`config.mk`:
```
export PLATFORM = sky130hd
export DESIGN_NAME = ddc_config_bank
export DESIGN_NICKNAME = d
export VERILOG_FILES = /design/src/ddc_pkg.sv /design/src/ddc_config_bank.sv /design/src/ddc_delay_line.sv /design/src/ddc_alarm_tracker.sv
export SDC_FILE = /design/constraint.sdc
export NUM_CORES = 1
export LEC_CHECK = 0
export BUFFER_PORTS_ARGS = -buffer_cell sky130_fd_sc_hd__buf_2
export CORE_ASPECT_RATIO = 2
export CORE_MARGIN = 8
export CORE_UTILIZATION = 45
export CTS_CLUSTER_DIAMETER = 50
export DETAILED_ROUTE_END_ITERATION = 12
export PLACE_DENSITY = 0.72
export RECOVER_POWER = 50
export SETUP_SLACK_MARGIN = 0.05
export SYNTH_ARGS = -nofsm -noshare
export SYNTH_HDL_FRONTEND = slang
export SYNTH_SLANG_ARGS = --single-unit
```
`constraint.sdc`:
```
create_clock -name core_clk -period 3.5 [get_ports core_clk]
set_input_delay 0.175 -clock core_clk [delete_from_list [all_inputs] [get_ports core_clk]]
set_output_delay 0.175 -clock core_clk [all_outputs]
set_load 0.05 [all_outputs]
```
`src/ddc_pkg.sv`:
```
// Package with register map, field positions and reset values of the datapath config bank
package ddc_pkg;
  localparam int ADDR_W = 5;
  localparam int DATA_W = 8;
  // Register offsets
  localparam logic [4:0] OFS_DATAPATH = 5'h01;
  localparam logic [4:0] OFS_SYNC_DELAY = 5'h02;
  localparam logic [4:0] OFS_FIFO_ALARM = 5'h03;
  localparam logic [4:0] OFS_CURRENT = 5'h04;
  // Reset values
  localparam logic [7:0] RST_DATAPATH = 8'h11;
  localparam logic [7:0] RST_SYNC_DELAY = 8'h00;
  localparam logic [7:0] RST_FIFO_ALARM = 8'h10;
  localparam logic [7:0] RST_CURRENT = 8'hff;
  // Writable bits; reserved bits hold their reset value
  localparam logic [7:0] WMASK_DATAPATH = 8'hf5;
  localparam logic [7:0] WMASK_SYNC_DELAY = 8'h33;
  localparam logic [7:0] WMASK_FIFO_ALARM = 8'h9f;
  localparam logic [7:0] WMASK_CURRENT = 8'hff;
  // Datapath control fields
  localparam int BIT_QMC_OFFSET = 7;
  localparam int BIT_QMC_CORRECT = 6;
  localparam int BIT_STAGE_ONE = 5;
  localparam int BIT_STAGE_TWO = 4;
  localparam int BIT_PATTERN_CHK = 2;
  localparam int BIT_TWOS = 0;
  // Sync and delay fields
  localparam int BIT_REG_SYNC = 5;
  localparam int BIT_REG_SYNC_ENA = 4;
  localparam int DELAY_LSB = 0;
  localparam int DELAY_W = 2;
  // FIFO alarm control fields
  localparam int BIT_AUTO_CLEAR = 7;
  localparam int OFFSET_LSB = 2;
  localparam int OFFSET_W = 3;
  localparam int BIT_NEAR_TWO = 1;
  localparam int BIT_NEAR_ONE = 0;
  // Current scale fields
  localparam int SCALE_A_LSB = 4;
  localparam int SCALE_B_LSB = 0;
  localparam int SCALE_W = 4;
  // Alarm vector positions
  localparam int ALARM_W = 3;
  localparam int ALM_PATTERN = 2;
  localparam int ALM_NEAR_TWO = 1;
  localparam int ALM_NEAR_ONE = 0;
  // Good samples needed before automatic alarm clearing
  localparam int GOOD_RUN = 64;
  localparam int MAX_OUT_DELAY = 3;
endpackage : ddc_pkg

```
`src/ddc_config_bank.sv`:
```
// Datapath configuration register bank with sync, delay and alarm control
//
// Summary of operation
// - Datapath bit 7 enables quadrature offset correction
// - Datapath bit 6 enables phase and gain correction
// - Datapath bit 5 enables 2x interpolation stage
// - Bit 4 enables 4x stage; needs bit 5
// - Datapath bit 2 runs the pattern checker
// - Datapath bit 0 selects two's complement input
// - Sync bit 5 asserts sync until written zero
// - Sync bit 4 selects register sync, ignores strobe
// - Delay field delays converter data 0 to 3
// - Auto clear alarms after 64 good samples
// - Bits 4:2 load read pointer on sync
// - FIFO bit 1 enables two-apart pointer alarm
// - FIFO bit 0 enables one-apart pointer alarm
// - Channel A current scale is field plus one
// - Channel B current scale likewise from bits 3:0
// - Reset values 0x11, 0x00, 0x10, 0xff
// - Pattern mismatch raises the pattern alarm bit
`timescale 1ns/1ns
module ddc_config_bank #(
  parameter int SAMPLE_W = 16
) (
  input wire logic core_clk, // Converter clock
  input wire logic reset, // Async reset, active high
  input wire logic reg_wr_en, // Register write strobe
  input wire logic reg_rd_en, // Register read strobe
  input wire logic [ddc_pkg::ADDR_W-1:0] reg_addr, // Register offset
  input wire logic [ddc_pkg::DATA_W-1:0] reg_wdata, // Write data
  output logic [ddc_pkg::DATA_W-1:0] reg_rdata, // Read data, held
  output logic reg_rd_valid, // Read data valid pulse
  input wire logic frame_sync, // Normal input sync strobe
  input wire logic sample_valid, // Input sample present
  input wire logic [SAMPLE_W-1:0] sample_data, // Input sample
  input wire logic [SAMPLE_W-1:0] expected_pattern, // Checker pattern
  input wire logic near_two_event, // FIFO pointers two apart
  input wire logic near_one_event, // FIFO pointers one apart
  input wire logic [ddc_pkg::ALARM_W-1:0] alarm_clear, // Host alarm clear pulses
  input wire logic [SAMPLE_W-1:0] conv_data_in, // Data toward converters
  output logic [SAMPLE_W-1:0] conv_data_out, // Delayed converter data
  output logic qmc_offset_enable, // Offset correction on
  output logic qmc_correct_enable, // Phase and gain correction on
  output logic interp_stage_one_enable, // 2x stage active
  output logic interp_stage_two_enable, // 4x stage active
  output logic pattern_check_enable, // Pattern checker running
  output logic twos_complement_input, // Input format select
  output logic sync_level, // Selected sync level
  output logic read_ptr_load, // Read pointer load pulse
  output logic [ddc_pkg::OFFSET_W-1:0] read_ptr_start, // Read pointer load value
  output logic [ddc_pkg::SCALE_W:0] scale_a, // Channel A current multiple
  output logic [ddc_pkg::SCALE_W:0] scale_b, // Channel B current multiple
  output logic [ddc_pkg::ALARM_W-1:0] alarm_flags // Sticky alarms
);
  logic [7:0] datapath_control_reg;
  logic [7:0] datapath_control_next;
  logic [7:0] sync_and_delay_control_reg;
  logic [7:0] sync_and_delay_control_next;
  logic [7:0] fifo_alarm_control_reg;
  logic [7:0] fifo_alarm_control_next;
  logic [7:0] output_current_scale_reg;
  logic [7:0] output_current_scale_next;
  logic [7:0] rdata_next;
  logic rd_valid_next;
  logic sync_next;
  logic load_next;
  logic [ddc_pkg::SCALE_W:0] scale_a_next;
  logic [ddc_pkg::SCALE_W:0] scale_b_next;
  logic [5:0] ctl_next;

  // Merge a write into a register, leaving reserved bits at reset
  function automatic logic [7:0] merge_write(input logic [7:0] wdata,
                                             input logic [7:0] wmask, input logic [7:0] rst);
    merge_write = (wdata & wmask) | (rst & ~wmask);
  endfunction : merge_write

  // Write decode; an unmapped offset changes nothing
  always_comb begin
    datapath_control_next = datapath_control_reg;
    sync_and_delay_control_next = sync_and_delay_control_reg;
    fifo_alarm_control_next = fifo_alarm_control_reg;
    output_current_scale_next = output_current_scale_reg;
    if (reg_wr_en) begin
      unique case (reg_addr)
        ddc_pkg::OFS_DATAPATH: begin
          datapath_control_next = merge_write(reg_wdata,
                                              ddc_pkg::WMASK_DATAPATH, ddc_pkg::RST_DATAPATH);
        end
        ddc_pkg::OFS_SYNC_DELAY: begin
          sync_and_delay_control_next = merge_write(reg_wdata,
                                                    ddc_pkg::WMASK_SYNC_DELAY, ddc_pkg::RST_SYNC_DELAY);
        end
        ddc_pkg::OFS_FIFO_ALARM: begin
          fifo_alarm_control_next = merge_write(reg_wdata,
                                                ddc_pkg::WMASK_FIFO_ALARM, ddc_pkg::RST_FIFO_ALARM);
        end
        ddc_pkg::OFS_CURRENT: begin
          output_current_scale_next = merge_write(reg_wdata,
                                                  ddc_pkg::WMASK_CURRENT, ddc_pkg::RST_CURRENT);
        end
        default: begin
        end
      endcase
    end
  end

  // Read mux; unmapped offsets read as zero
  always_comb begin
    rd_valid_next = reg_rd_en;
    rdata_next = reg_rdata;
    if (reg_rd_en) begin
      unique case (reg_addr)
        ddc_pkg::OFS_DATAPATH: rdata_next = datapath_control_reg;
        ddc_pkg::OFS_SYNC_DELAY: rdata_next = sync_and_delay_control_reg;
        ddc_pkg::OFS_FIFO_ALARM: rdata_next = fifo_alarm_control_reg;
        ddc_pkg::OFS_CURRENT: rdata_next = output_current_scale_reg;
        default: rdata_next = '0;
      endcase
    end
  end

  // Register storage; reset values come from the map
  always_ff @(posedge core_clk or posedge reset) begin
    if (reset) begin
      datapath_control_reg <= ddc_pkg::RST_DATAPATH;
      sync_and_delay_control_reg <= ddc_pkg::RST_SYNC_DELAY;
      fifo_alarm_control_reg <= ddc_pkg::RST_FIFO_ALARM;
      output_current_scale_reg <= ddc_pkg::RST_CURRENT;
      reg_rdata <= '0;
      reg_rd_valid <= 1'b0;
    end else begin
      datapath_control_reg <= datapath_control_next;
      sync_and_delay_control_reg <= sync_and_delay_control_next;
      fifo_alarm_control_reg <= fifo_alarm_control_next;
      output_current_scale_reg <= output_current_scale_next;
      reg_rdata <= rdata_next;
      reg_rd_valid <= rd_valid_next;
    end
  end

  // Datapath controls decoded from the stored fields
  always_comb begin
    ctl_next[0] = datapath_control_reg[ddc_pkg::BIT_QMC_OFFSET];
    ctl_next[1] = datapath_control_reg[ddc_pkg::BIT_QMC_CORRECT];
    ctl_next[2] = datapath_control_reg[ddc_pkg::BIT_STAGE_ONE];
    // The 4x stage only runs behind the 2x stage, so a lone bit 4 is held off
    ctl_next[3] = datapath_control_reg[ddc_pkg::BIT_STAGE_TWO]
                  & datapath_control_reg[ddc_pkg::BIT_STAGE_ONE];
    ctl_next[4] = datapath_control_reg[ddc_pkg::BIT_PATTERN_CHK];
    ctl_next[5] = datapath_control_reg[ddc_pkg::BIT_TWOS];
  end

  // Sync source selection; the register bit stands until the host clears it
  always_comb begin
    if (sync_and_delay_control_reg[ddc_pkg::BIT_REG_SYNC_ENA]) begin
      sync_next = sync_and_delay_control_reg[ddc_pkg::BIT_REG_SYNC];
    end else begin
      sync_next = frame_sync;
    end
    // Pointer is loaded once per sync, on its rising edge
    load_next = sync_next && !sync_level;
  end

  // Current scaling multiples, field value plus one
  always_comb begin
    scale_a_next = {1'b0, output_current_scale_reg[ddc_pkg::SCALE_A_LSB +: ddc_pkg::SCALE_W]} + 1'b1;
    scale_b_next = {1'b0, output_current_scale_reg[ddc_pkg::SCALE_B_LSB +: ddc_pkg::SCALE_W]} + 1'b1;
  end

  // Control outputs, all registered
  always_ff @(posedge core_clk or posedge reset) begin
    if (reset) begin
      qmc_offset_enable <= 1'b0;
      qmc_correct_enable <= 1'b0;
      interp_stage_one_enable <= 1'b0;
      interp_stage_two_enable <= 1'b0;
      pattern_check_enable <= 1'b0;
      twos_complement_input <= 1'b0;
      sync_level <= 1'b0;
      read_ptr_load <= 1'b0;
      read_ptr_start <= '0;
      scale_a <= '0;
      scale_b <= '0;
    end else begin
      qmc_offset_enable <= ctl_next[0];
      qmc_correct_enable <= ctl_next[1];
      interp_stage_one_enable <= ctl_next[2];
      interp_stage_two_enable <= ctl_next[3];
      pattern_check_enable <= ctl_next[4];
      twos_complement_input <= ctl_next[5];
      sync_level <= sync_next;
      read_ptr_load <= load_next;
      read_ptr_start <= fifo_alarm_control_reg[ddc_pkg::OFFSET_LSB +: ddc_pkg::OFFSET_W];
      scale_a <= scale_a_next;
      scale_b <= scale_b_next;
    end
  end

  // Converter data delay, selected by the delay field
  ddc_delay_line #(
    .WIDTH(SAMPLE_W),
    .MAX_DELAY(ddc_pkg::MAX_OUT_DELAY)
  ) u_delay (
    .core_clk(core_clk),
    .reset(reset),
    .data_in(conv_data_in),
    .delay_sel(sync_and_delay_control_reg[ddc_pkg::DELAY_LSB +: ddc_pkg::DELAY_W]),
    .data_out(conv_data_out)
  );

  // Alarm flags; checker follows the stored enable directly
  ddc_alarm_tracker #(
    .WIDTH(SAMPLE_W),
    .GOOD_RUN(ddc_pkg::GOOD_RUN)
  ) u_alarm (
    .core_clk(core_clk),
    .reset(reset),
    .sample_valid(sample_valid),
    .sample_data(sample_data),
    .expected_pattern(expected_pattern),
    .pattern_check_enable(datapath_control_reg[ddc_pkg::BIT_PATTERN_CHK]),
    .near_two_event(near_two_event),
    .near_one_event(near_one_event),
    .near_two_enable(fifo_alarm_control_reg[ddc_pkg::BIT_NEAR_TWO]),
    .near_one_enable(fifo_alarm_control_reg[ddc_pkg::BIT_NEAR_ONE]),
    .auto_clear_enable(fifo_alarm_control_reg[ddc_pkg::BIT_AUTO_CLEAR]),
    .alarm_clear(alarm_clear),
    .alarm_flags(alarm_flags)
  );
endmodule : ddc_config_bank

```
`src/ddc_delay_line.sv`:
```
// Selectable output delay line for converter data
`timescale 1ns/1ns
module ddc_delay_line #(
  parameter int WIDTH = 16,
  parameter int MAX_DELAY = ddc_pkg::MAX_OUT_DELAY
) (
  input wire logic core_clk, // Converter clock
  input wire logic reset, // Async reset, active high
  input wire logic [WIDTH-1:0] data_in, // Samples in
  input wire logic [ddc_pkg::DELAY_W-1:0] delay_sel, // Extra cycles of delay
  output logic [WIDTH-1:0] data_out // Delayed samples
);
  logic [WIDTH-1:0] tap_reg [0:MAX_DELAY];
  logic [WIDTH-1:0] tap_next [0:MAX_DELAY];
  logic [WIDTH-1:0] out_next;

  // Tap zero is the input, each later tap one cycle older
  always_comb begin
    tap_next[0] = data_in;
    for (int i = 1; i <= MAX_DELAY; i++) begin
      tap_next[i] = tap_reg[i-1];
    end
    out_next = tap_next[delay_sel];
  end

  // Output flop adds one fixed cycle to every setting
  always_ff @(posedge core_clk or posedge reset) begin
    if (reset) begin
      for (int i = 0; i <= MAX_DELAY; i++) begin
        tap_reg[i] <= '0;
      end
      data_out <= '0;
    end else begin
      for (int i = 0; i <= MAX_DELAY; i++) begin
        tap_reg[i] <= tap_next[i];
      end
      data_out <= out_next;
    end
  end
endmodule : ddc_delay_line

```
`src/ddc_alarm_tracker.sv`:
```
// Sticky alarm flags with pattern check and automatic clearing after a good run
`timescale 1ns/1ns
module ddc_alarm_tracker #(
  parameter int WIDTH = 16,
  parameter int GOOD_RUN = ddc_pkg::GOOD_RUN
) (
  input wire logic core_clk, // Converter clock
  input wire logic reset, // Async reset, active high
  input wire logic sample_valid, // Input sample present
  input wire logic [WIDTH-1:0] sample_data, // Received sample
  input wire logic [WIDTH-1:0] expected_pattern, // Programmed pattern
  input wire logic pattern_check_enable, // Checker running
  input wire logic near_two_event, // Pointers two apart
  input wire logic near_one_event, // Pointers one apart
  input wire logic near_two_enable, // Gate for two-apart alarm
  input wire logic near_one_enable, // Gate for one-apart alarm
  input wire logic auto_clear_enable, // Clear after good run
  input wire logic [ddc_pkg::ALARM_W-1:0] alarm_clear, // Host clear pulses
  output logic [ddc_pkg::ALARM_W-1:0] alarm_flags // Sticky alarms
);
  localparam int CNT_W = $clog2(GOOD_RUN + 1);
  logic [CNT_W-1:0] good_cnt_reg;
  logic [CNT_W-1:0] good_cnt_next;
  logic [ddc_pkg::ALARM_W-1:0] alarm_next;
  logic [ddc_pkg::ALARM_W-1:0] raise;
  logic mismatch;
  logic run_done;

  // Events are applied after clears so a same-cycle event is never lost
  always_comb begin
    mismatch = pattern_check_enable && sample_valid && (sample_data != expected_pattern);
    raise = '0;
    raise[ddc_pkg::ALM_PATTERN] = mismatch;
    raise[ddc_pkg::ALM_NEAR_TWO] = near_two_enable && near_two_event;
    raise[ddc_pkg::ALM_NEAR_ONE] = near_one_enable && near_one_event;
    good_cnt_next = good_cnt_reg;
    run_done = 1'b0;
    if (|raise) begin
      good_cnt_next = '0;
    end else if (sample_valid) begin
      if (good_cnt_reg == CNT_W'(GOOD_RUN - 1)) begin
        run_done = auto_clear_enable;
        good_cnt_next = '0;
      end else begin
        good_cnt_next = good_cnt_reg + 1'b1;
      end
    end
    alarm_next = alarm_flags & ~alarm_clear;
    if (run_done) begin
      alarm_next = '0;
    end
    alarm_next = alarm_next | raise;
  end

  // State registers
  always_ff @(posedge core_clk or posedge reset) begin
    if (reset) begin
      good_cnt_reg <= '0;
      alarm_flags <= '0;
    end else begin
      good_cnt_reg <= good_cnt_next;
      alarm_flags <= alarm_next;
    end
  end
endmodule : ddc_alarm_tracker

```
==> impl_metrics.env, run 1 <==
export IMPL_status="finished with violations"
export IMPL_violations="max-capacitance violations, max-slew violations"
export IMPL_die_x_um=88.6
export IMPL_grt_max_degree=48
export IMPL_setup_viol=0
export IMPL_design_area_um2=6270
export IMPL_rows=53
export IMPL_cts_setup_buffers=0
export IMPL_clock_latency_ns=0.41
export IMPL_finalNetCount=526
export IMPL_via_per_inst=4.99
export IMPL_reg2reg_depth=1
export IMPL_core_um2=10400
export IMPL_portBuffers=120
export IMPL_skew_ns=0.00662
export IMPL_min_delay_start="frame_sync"
export IMPL_io_pins=121
export IMPL_first_global_vias=3510
export IMPL_tns_ns=0
export IMPL_path_clk_slew_ns=0.05
export IMPL_htree_levels=4
export IMPL_stdcell_count=600
export IMPL_cts_path_max_buffers=2
export IMPL_syn_avg_cell_area_um2=15.8
export IMPL_synth_seq_area_share_pct=67.8
export IMPL_drive_gt1_share_pct=33.5
export IMPL_netlist_top_cells_area="dfrtp_1 (62%), mux4_2 (7.6%), dfstp_2 (6.1%), xor2_1 (3.9%), mux2_2 (3.8%)"
export IMPL_cts_tree="yes"
export IMPL_design_die_area_um2=14300
export IMPL_cts_buffers=17
export IMPL_fin_crit_sh_pct=59.1
export IMPL_drt_wl_total_um=10600
export IMPL_end_kind="asynchronous set/reset pin"
export IMPL_grt_pass1_wl_um=16900
export IMPL_antenna_found_initial=0
export IMPL_synth_top_cell_area_share_pct=61.7
export IMPL_p_total_mw=4.72
export IMPL_track_usage_pct=16.0
export IMPL_powerDensity_nw_per_um2=753
export IMPL_critPathRequiredTime_ns=4.00
export IMPL_antennaDiodeCount=0
export IMPL_slew_headroom_pct=-25.2
export IMPL_first_pass_iters=4
export IMPL_drtIter0Drc=104
export IMPL_start_util_pct=45.6
export IMPL_cts_sinks=128
export IMPL_place_hpwl_um=7750
export IMPL_syn2layout_area_growth_pct=32.1
export IMPL_fin_crit_ns=2.07
export IMPL_synth_distinct_cells=38
export IMPL_grt_overflow=0
export IMPL_dp_cells=551
export IMPL_synth_fp_nets=376
export IMPL_avgRoutedWirePerCell_um=17.6
export IMPL_hold_depth=2
export IMPL_place_area_um2=5480
export IMPL_worst_pin_slew_ns=1.87
export IMPL_syn_inst=301
export IMPL_place_congestion=0.777
export IMPL_fp_dieH_um=161
export IMPL_cts_resized=0
export IMPL_clockRootBuffer="clkbuf_16"
export IMPL_rr_startpoint="sync_and_delay_control_reg[0]"
export IMPL_grt_setup_unrepaired="false"
export IMPL_cap_violations=1
export IMPL_slew_violations=47
export IMPL_largest_reg_flops=48
export IMPL_fmax_ghz=0.484
export IMPL_hold_buffers=18
export IMPL_r2r_slack_ns=1.71
export IMPL_peakVddDrop_mv=0.426
export IMPL_ys_warn_count=0
export IMPL_r2r_end="u_delay.data_out[1]"
export IMPL_synth_top_area_cell="dfrtp_1"
export IMPL_holdPathEnd="sync_level"
export IMPL_crit_path_start_kind="primary input"
export IMPL_finalHoldViolCount=0
export IMPL_ys_ff_latch=128
export IMPL_setup_worst_path_class="in2async"
export IMPL_synthesis_area_um2=4750
export IMPL_drc=0
export IMPL_antenna_left=0
export IMPL_vias=2996
export IMPL_cp_max_fo=47
export IMPL_arrival_ns=2.57
export IMPL_leakagePower_nw=2.85
export IMPL_hold_class="in2reg"
## critical path, cell delays in order
cell and delay [ns]:
dlygate4sd3_1 0.53, buf_2 0.12, clkinvlp_2 1.07, buf_4 0.64
## power by group
group          switching [mW]  leakage [nW]  internal (mW)  total, mW
Clock                   0.625         0.333           1.40       2.03
Combinational           0.569         0.975          0.261      0.830
Sequential              0.161          1.54           1.70       1.86
Total                    1.36          2.85           3.37       4.72
## layer usage
metal,part of all wire [%],vias to the layer above,GRT usage (%),routed length [um]
met3,7.0,17,6.01,742
met2,55,112,28.5,5830
met4,2.5,0,7.45,264
met1,35,1504,15.5,3750
met5,0,-,0,0
li1,-,1363,-,-
## cell families (layout without fill, tap and decap cells)
family | after synthesis | count (layout) | synth area share, %
AOI/OAI and AO/OA | 21 | 21 | 3.06
DFF | 128 | 128 | 67.8
buffers and inverters | 20 | 182 | 2.00
muxes | 46 | 46 | 14.6
xor gates and xnor gates | 25 | 25 | 4.61
and+or+nand+nor | 58 | 58 | 7.14
adders and majority gates | 3 | 3 | 0.791
## through the flow
| stage | utilization, % | hold slack [ns] | setup slack, ns |
|---|---|---|---|
| after floorplan | - | 0.206 | 1.75 |
| after global placement | 52.7 | 0.297 | 1.72 |
| after detailed placement | 52.7 | 0.298 | 1.63 |
| after CTS | 61.0 | 0.00517 | 1.62 |
| after global routing | 60.2 | 0.00803 | 1.02 |
| final | 60.2 | 0.0182 | 1.43 |
## area by class of cell
type | instances | area (um2)
inverter | 11 | 42.5
multi-input combinational | 153 | 1410
timing repair buffer | 140 | 739
sequential | 128 | 3220
clock buffer | 17 | 425
clock inverter | 14 | 263
tap | 137 | 171
fill | 848 | 4140
## cell usage in the layout (no fill, tap or decap), types with 3 or more instances in the layout
cell / Yosys / routed
nand2_1: 10 / 11
dlygate4sd3_1: 0 / 18
ha_1: 3 / 3
o22ai_1: 6 / 6
nor3_2: 6 / 5
nor2_1: 10 / 12
clkinv_4: 0 / 3
a21oi_1: 3 / 3
dfstp_1: 0 / 5
nand2b_1: 4 / 4
mux4_2: 16 / 16
mux2_1: 10 / 10
nor4_1: 4 / 4
and3_1: 4 / 4
clkbuf_1: 2 / 45
dfstp_2: 11 / 6
a222oi_1: 3 / 3
buf_2: 4 / 75
xor2_1: 21 / 21
xnor2_1: 4 / 4
mux2i_1: 4 / 4
nand3_1: 5 / 5
clkbuf_16: 0 / 17
nor3_1: 2 / 3
nand4_1: 4 / 4
inv_1: 10 / 9
dfrtp_1: 117 / 117
mux2_2: 16 / 16
bufinv_16: 0 / 7
## synthesized netlist by cell type (all sizes together)
cell    count
a21oi       3
a221oi      2
a222oi      3
a22oi       2
a31o        1
a31oi       1
and2        2
and3        4
buf         7
clkbuf      2
dfrtp     117
dfstp      11
ha          3
inv        11
mux2       26
mux2i       4
mux4       16
nand2      13
nand2b      4
nand3       5
nand4       4
nor2       12
nor2b       1
nor3        8
nor3b       1
nor4        4
o21ai       3
o22ai       6
xnor2       4
xor2       21
## how the worst max path moves through the flow
stage               slack (ns)  depth (start not counted)                       to                     startpoint
floorplan                 1.75                          1  datapath_control_reg[2]                          reset
detailed placement        1.63                          1      u_delay.data_out[1]  sync_and_delay_control_reg[0]
CTS                       1.62                          1      u_delay.data_out[5]  sync_and_delay_control_reg[0]
global route              1.02                          4     u_delay.tap_next[25]                          reset
finish                    1.43                          4     u_delay.tap_next[11]                          reset
global placement          1.72                          1     u_delay.data_out[13]  sync_and_delay_control_reg[0]
(Power assumes the default switching activity.)
==> inputs of run 2 (changes only) <==
--- a/config.mk
+++ b/config.mk
@@ -11,7 +11,7 @@
 export CORE_UTILIZATION = 45
 export CTS_CLUSTER_DIAMETER = 50
 export DETAILED_ROUTE_END_ITERATION = 12
-export PLACE_DENSITY = 0.72
+export PLACE_DENSITY = 0.69
 export RECOVER_POWER = 50
 export SETUP_SLACK_MARGIN = 0.05
 export SYNTH_ARGS = -nofsm -noshare
==> constraint.sdc (replaced) <==
create_clock -name core_clk -period 2 [get_ports core_clk]
set_input_delay 0.1 -clock core_clk [delete_from_list [all_inputs] [get_ports core_clk]]
set_output_delay 0.1 -clock core_clk [all_outputs]
set_load 0.05 [all_outputs]
==> run 2 against run 1 <==
The flow now finishes without violations. Routed wire length rose by 5.0%. Worst hold slack improved by 0.12 ns. Register-to-register slack got worse by 1.3 ns.
==> impl_metrics.env, run 2 (synthesis results as in run 1) <==
export IMPL_status="finished, final reports clean"
export IMPL_track_usage_pct=17.2
export IMPL_end_kind="register"
export IMPL_arrival_ns=1.86
export IMPL_power_frac_comb_pct=19.0
export IMPL_vias=3053
export IMPL_worst_pin_slew_ns=1.05
export IMPL_holdPathEnd="u_alarm.good_cnt_reg[1]"
export IMPL_dpl_worst_slack_ns=0.362
export IMPL_tns_ns=0
export IMPL_min_delay_start="sample_valid"
export IMPL_r2r_slack_ns=0.41
export IMPL_antenna_left=0
export IMPL_hold_class="in2reg"
export IMPL_slew_headroom_pct=29.5
export IMPL_cap_violations=0
export IMPL_core_um2=10400
export IMPL_dp_cells=553
export IMPL_grt_setup_unrepaired="false"
export IMPL_htree_levels=4
export IMPL_cts_path_max_buffers=2
export IMPL_critPathRequiredTime_ns=2.28
export IMPL_portBuffers=120
export IMPL_final_cell_mix="dfrtp_1 (117), buf_2 (102), dlygate4sd3_1 (32)"
export IMPL_via_per_inst=4.95
export IMPL_cts_setup_buffers=0
export IMPL_drt_wl_total_um=11100
export IMPL_rr_startpoint="u_alarm.good_cnt_reg[1]"
export IMPL_leakagePower_nw=3.00
export IMPL_cp_slowest_cell="dfrtp_1"
export IMPL_antennaDiodeCount=0
export IMPL_clock_latency_ns=0.40
export IMPL_avgRoutedWirePerCell_um=18.0
export IMPL_first_pass_iters=5
export IMPL_setup_ws_ns=0.412
export IMPL_finalNetCount=542
export IMPL_path_delay_family="simple AND/OR/NAND/NOR gates"
export IMPL_syn2layout_area_growth_pct=36.1
export IMPL_design_die_area_um2=14300
export IMPL_fin_crit_ns=1.59
export IMPL_hold_depth=3
export IMPL_drc=0
export IMPL_clockRootBuffer="clkbuf_16"
export IMPL_reg2reg_depth=6
export IMPL_grt_pass1_wl_um=18100
export IMPL_clkPwrFrac_pct=41.8
export IMPL_die_x_um=88.6
export IMPL_stdcell_count=617
export IMPL_place_congestion=0.780
export IMPL_skew_ns=0.00547
export IMPL_hold_buffers=32
export IMPL_drtIter0Drc=149
export IMPL_power_switching_mw=2.40
export IMPL_p_int_mw=5.83
export IMPL_grt_overflow=0
export IMPL_crit_buf_inv=0
export IMPL_fp_dieH_um=161
export IMPL_seqPwrFrac_pct=39.2
export IMPL_path_clk_slew_ns=0.06
export IMPL_slew_violations=0
export IMPL_p_total_mw=8.23
export IMPL_cp_max_fo=3
export IMPL_fin_crit_sh_pct=79.4
export IMPL_largest_reg_flops=48
export IMPL_switching_share_pct=29.1
export IMPL_r2r_end="u_alarm.alarm_flags[1]"
export IMPL_cts_resized=0
export IMPL_cts_buffers=17
export IMPL_peakVddDrop_mv=0.834
export IMPL_powerDensity_nw_per_um2=1270
export IMPL_fmax_ghz=0.630
export IMPL_fin_util_pct=62.0
export IMPL_start_util_pct=45.6
export IMPL_finalHoldViolCount=0
export IMPL_setup_worst_path_class="reg2reg"
export IMPL_crit_path_start_kind="register"
export IMPL_cts_sinks=128
export IMPL_cts_tree="yes"
export IMPL_grt_max_degree=59
export IMPL_slowest_delay_ns=0.38
export IMPL_setup_viol=0
export IMPL_rows=53
export IMPL_antenna_found_initial=0
export IMPL_io_pins=121
export IMPL_place_hpwl_um=8150
export IMPL_cp_cell_sequence="ha_1 -> nand2b_1 -> nor3_1 -> nand4_1 -> a31oi_1 -> o21ai_0"
export IMPL_final_common_cell="dfrtp_1"
export IMPL_drive_gt1_share_pct=37.9
export IMPL_first_global_vias=3554
==> run 2: cell types whose count changed in the layout (fill, tap and decap cells not counted), sizes merged <==
cell / before / now
buf: 77 / 106
bufinv: 7 / 6
clkbuf: 62 / 36
clkinvlp: 2 / 4
dlygate4sd3: 18 / 32
inv: 11 / 10
==> run 2: power by group through the flow <==
stage                     combinational (mW)  clock, mW  sequential (mW)
after global placement                  1.51          0             3.26
final                                   1.56       3.44             3.23
after detailed placement                1.54          0             3.28
after floorplan                        0.517          0             3.83
after global routing                    1.66       3.63             3.27
after CTS                               1.60       3.50             3.24
==> run 2: metrics by stage <==
| step | area (um2) | hold slack [ns] |
|---|---|---|
| 2_1_floorplan | 4750 | 0.131 |
| 4_1_cts | 6510 | 0.123 |
| 5_1_grt | 6460 | 0.145 |
| 3_3_place_gp | 5520 | 0.160 |
| 6_report | 6460 | 0.139 |
| 3_5_place_dp | 5520 | 0.167 |
==> run 2: worst register-to-register path, stage by stage, from the launching register on <==
cell and delay [ns]:
dfrtp_1 0.38, ha_1 0.23, nand2b_1 0.09, nor3_1 0.24, nand4_1 0.16, a31oi_1 0.25, o21ai_0 0.12
==> run 2: worst max-delay path by stage <==
stage / start / endpoint / cells past startpoint
2_1_floorplan: reset / datapath_control_reg[2] / 1
3_3_place_gp: expected_pattern[8] / u_alarm.alarm_flags[2] / 6
3_5_place_dp: expected_pattern[8] / u_alarm.alarm_flags[2] / 6
4_1_cts: u_alarm.good_cnt_reg[0] / u_alarm.alarm_flags[1] / 6
5_1_grt: u_alarm.good_cnt_reg[0] / u_alarm.alarm_flags[1] / 6
6_report: u_alarm.good_cnt_reg[1] / u_alarm.alarm_flags[1] / 6
==> run 2: layout make-up <==
class	instances	area, um2
multi-input cells	153	1410
flip-flops and latches	128	3220
fillers	803	3950
clock inverters	14	239
inverters	11	42.5
well taps	137	171
clock buffers	18	429
repair buffers	156	953
==> run 2: metal layers <==
metal	part of all wire (%)	GRT usage [%]
met1	33	16.5
met5	0	0
met4	1.8	7.99
met3	5.9	5.70
met2	59	31.3
==> inputs of run 3 (changes only) <==
--- a/config.mk
+++ b/config.mk
@@ -5,6 +5,7 @@
 export SDC_FILE = /design/constraint.sdc
 export NUM_CORES = 1
 export LEC_CHECK = 0
+export ABC_AREA = 1
 export BUFFER_PORTS_ARGS = -buffer_cell sky130_fd_sc_hd__buf_2
 export CORE_ASPECT_RATIO = 2
 export CORE_MARGIN = 8
==> constraint.sdc (replaced) <==
create_clock -name core_clk -period 1.7 [get_ports core_clk]
set_input_delay 0.085 -clock core_clk [delete_from_list [all_inputs] [get_ports core_clk]]
set_output_delay 0.085 -clock core_clk [all_outputs]
set_load 0.05 [all_outputs]
==> run 3 against run 2 <==
Sequential share of layout area decreased by 1.3 points. Clock skew increased by 0.0022 ns. Routed wire length increased by 8.7%. Critical endpoint is now u_delay.data_out[4]. Flip-flop and latch count unchanged. Global-route usage decreased by 0.24 points. Highest routed layer unchanged. Count of clock-buffer cells in the layout increased by 1.
==> impl_metrics.env, run 3 <==
export IMPL_synth_fp_nets=579
export IMPL_fp_dieH_um=166
export IMPL_ys_warn_count=0
export IMPL_fin_crit_ns=1.34
export IMPL_largest_reg_flops=48
export IMPL_synthFlopType="dfrtp_1"
export IMPL_avgRoutedWirePerCell_um=14.7
export IMPL_muxShareOfSynthArea_pct=1.12
export IMPL_fmax_ghz=0.745
export IMPL_synth_distinct_cells=34
export IMPL_antenna_found_initial=0
export IMPL_place_area_um2=5800
export IMPL_cts_tree="yes"
export IMPL_final_cell_mix="dfrtp_1 (117), nand2_1 (114), buf_2 (105)"
export IMPL_drive_gt1_share_pct=24.7
export IMPL_hold_depth=3
export IMPL_min_delay_start="reg_wdata[0]"
export IMPL_power_frac_comb_pct=20.8
export IMPL_switching_share_pct=32.7
export IMPL_drtIter0Drc=206
export IMPL_leakagePower_nw=3.37
export IMPL_clkPwrFrac_pct=38.9
export IMPL_synthSimpleGateAreaFrac_pct=16.8
export IMPL_r2r_slack_ns=0.38
export IMPL_design_area_um2=6630
export IMPL_setup_worst_path_class="in2async"
export IMPL_cts_sinks=128
export IMPL_design_die_area_um2=15000
export IMPL_finalNetCount=742
export IMPL_die_x_um=90.8
export IMPL_reg2reg_depth=7
export IMPL_place_hpwl_um=8830
export IMPL_ys_ff_latch=128
export IMPL_slew_violations=0
export IMPL_seqPwrFrac_pct=40.3
export IMPL_rr_startpoint="u_alarm.good_cnt_reg[0]"
export IMPL_syn2layout_area_growth_pct=31.7
export IMPL_r2r_end="u_alarm.alarm_flags[2]"
export IMPL_cts_path_max_buffers=2
export IMPL_finalHoldViolCount=0
export IMPL_crit_path_start_kind="primary input"
export IMPL_status="finished, final reports clean"
export IMPL_p_int_mw=6.23
export IMPL_htree_levels=4
export IMPL_grt_setup_unrepaired="false"
export IMPL_ys_async_sr_fraction_pct=100
export IMPL_cap_violations=0
export IMPL_arrival_ns=1.86
export IMPL_start_util_pct=46.3
export IMPL_syn_avg_cell_area_um2=9.98
export IMPL_clockRootBuffer="clkbuf_16"
export IMPL_synth_compound_area_share_pct=9.90
export IMPL_synth_top_area_cell="dfrtp_1"
export IMPL_synth_top_family_by_area="simple AND/OR/NAND/NOR gates"
export IMPL_cts_buffers=17
export IMPL_via_per_inst=4.80
export IMPL_clock_latency_ns=0.42
export IMPL_hold_class="in2reg"
export IMPL_first_pass_iters=4
export IMPL_rows=54
export IMPL_power_switching_mw=3.03
export IMPL_syn_inst=504
export IMPL_core_um2=10900
export IMPL_stdcell_count=820
export IMPL_setup_viol=0
export IMPL_dp_cells=756
export IMPL_place_congestion=0.810
export IMPL_antenna_left=0
export IMPL_portBuffers=120
export IMPL_synth_top_cell_area_share_pct=58.2
export IMPL_final_common_cell="dfrtp_1"
export IMPL_cp_max_fo=41
export IMPL_skew_ns=0.00771
export IMPL_first_global_vias=4301
export IMPL_synth_adder_area_share_pct=0.746
export IMPL_synth_top_cells_by_count="dfrtp_1 (117), nand2_1 (110), nor2_1 (65)"
export IMPL_drt_wl_total_um=12100
export IMPL_grt_pass1_wl_um=20000
export IMPL_p_total_mw=9.26
export IMPL_end_kind="asynchronous set/reset pin"
export IMPL_critPathRequiredTime_ns=2.22
export IMPL_path_clk_slew_ns=0.06
export IMPL_synth_edf_count=0
export IMPL_vias=3937
export IMPL_antennaDiodeCount=0
export IMPL_drc=0
export IMPL_netlist_top_cells_area="dfrtp_1 (58%), nand2_1 (8.2%), dfstp_2 (5.7%), nor2_1 (4.8%), inv_1 (4.3%)"
export IMPL_grt_max_degree=58
export IMPL_slew_headroom_pct=47.0
export IMPL_io_pins=121
export IMPL_synthXorXnorAreaFrac_pct=1.39
export IMPL_grt_overflow=0
export IMPL_synthesis_area_um2=5030
export IMPL_powerDensity_nw_per_um2=1400
export IMPL_fin_crit_sh_pct=79.0
export IMPL_worst_pin_slew_ns=0.790
export IMPL_holdPathEnd="fifo_alarm_control_reg[0]"
export IMPL_synth_seq_area_share_pct=63.9
export IMPL_peakVddDrop_mv=0.889
export IMPL_track_usage_pct=17.0
export IMPL_tns_ns=0
export IMPL_yosysMostFrequentCell="dfrtp_1"
-- run 3: cell types whose count changed after synthesis, sizes merged, moves of 10 or more --
cell	delta
xor2	-14
nand2	+104
nor2	+56
mux4	-16
mux2	-21
o22ai	+10
inv	+49
o21ai	+57
-- run 3: through the flow --
| stage | hold slack (ns) | setup slack, ns | utilization [%] |
|---|---|---|---|
| after floorplan | 0.116 | 0.0427 | - |
| after global placement | 0.109 | 0.438 | 53.3 |
| after detailed placement | 0.117 | 0.394 | 53.3 |
| after CTS | 0.0115 | 0.378 | 61.8 |
| after global routing | 0.0224 | 0.158 | 60.9 |
| final | 0.0145 | 0.358 | 60.9 |
-- run 3: cells by family (layout without fill, tap and decap cells) --
kind of cell | after synthesis | count (layout)
AO/OA/AOI/OAI | 82 | 82
XOR/XNOR | 8 | 8
adder cells (fa/ha/maj) | 3 | 3
buffers and inverters | 74 | 250
flip-flops | 128 | 128
multiplexers | 5 | 5
AND/OR/NAND/NOR | 204 | 204
-- run 3: power by group through the flow --
stage          logic [mW]  clock network, mW  registers (mW)
2_1_floorplan       0.643                  0            4.48
3_3_place_gp         1.89                  0            3.77
3_5_place_dp         1.92                  0            3.79
4_1_cts              1.99               3.67            3.74
5_1_grt              2.09               3.81            3.78
6_report             1.93               3.60            3.73
-- run 3: layout make-up --
class	instances	area [um2]
Multi-Input combinational cell	302	1450
Clock buffer	19	443
Timing Repair Buffer	158	957
Tap cell	140	175
Sequential cell	128	3220
Clock inverter	13	155
Inverter	60	226
Fill cell	934	4250
-- run 3: critical path, stage by stage --
cell and delay [ns]:
dlygate4sd3_1 0.53, buf_2 0.12, clkinvlp_2 0.48, clkbuf_4 0.62
-- run 3: worst max path at each step --
| stage | startpoint | to | slack [ns] | cells after the start |
|---|---|---|---|---|
| after floorplan | reset | datapath_control_reg[2] | 0.04 | 1 |
| after global placement | u_alarm.good_cnt_reg[0] | u_alarm.alarm_flags[1] | 0.44 | 7 |
| after detailed placement | u_alarm.good_cnt_reg[0] | u_alarm.alarm_flags[2] | 0.39 | 7 |
| after CTS | u_alarm.good_cnt_reg[0] | u_alarm.alarm_flags[2] | 0.38 | 7 |
| after global routing | reset | u_alarm.good_cnt_reg[3] | 0.16 | 4 |
| final | reset | u_delay.data_out[4] | 0.36 | 4 |
-- run 3: what timing repair did --
item | 4_1_cts | 5_1_grt
endpoints found under the hold margin | 66 | 0
buffers inserted | 0 | 0
hold buffers | 32 | 0
gates resized for setup | 0 | 0
-- run 3: per-layer routing --
metal,up-vias,GRT usage (%),part of all wire (%)
met1,1876,17.0,37
met3,34,5.43,5.1
met5,-,0,0
li1,1923,-,-
met2,104,30.6,54
met4,0,9.38,3.3
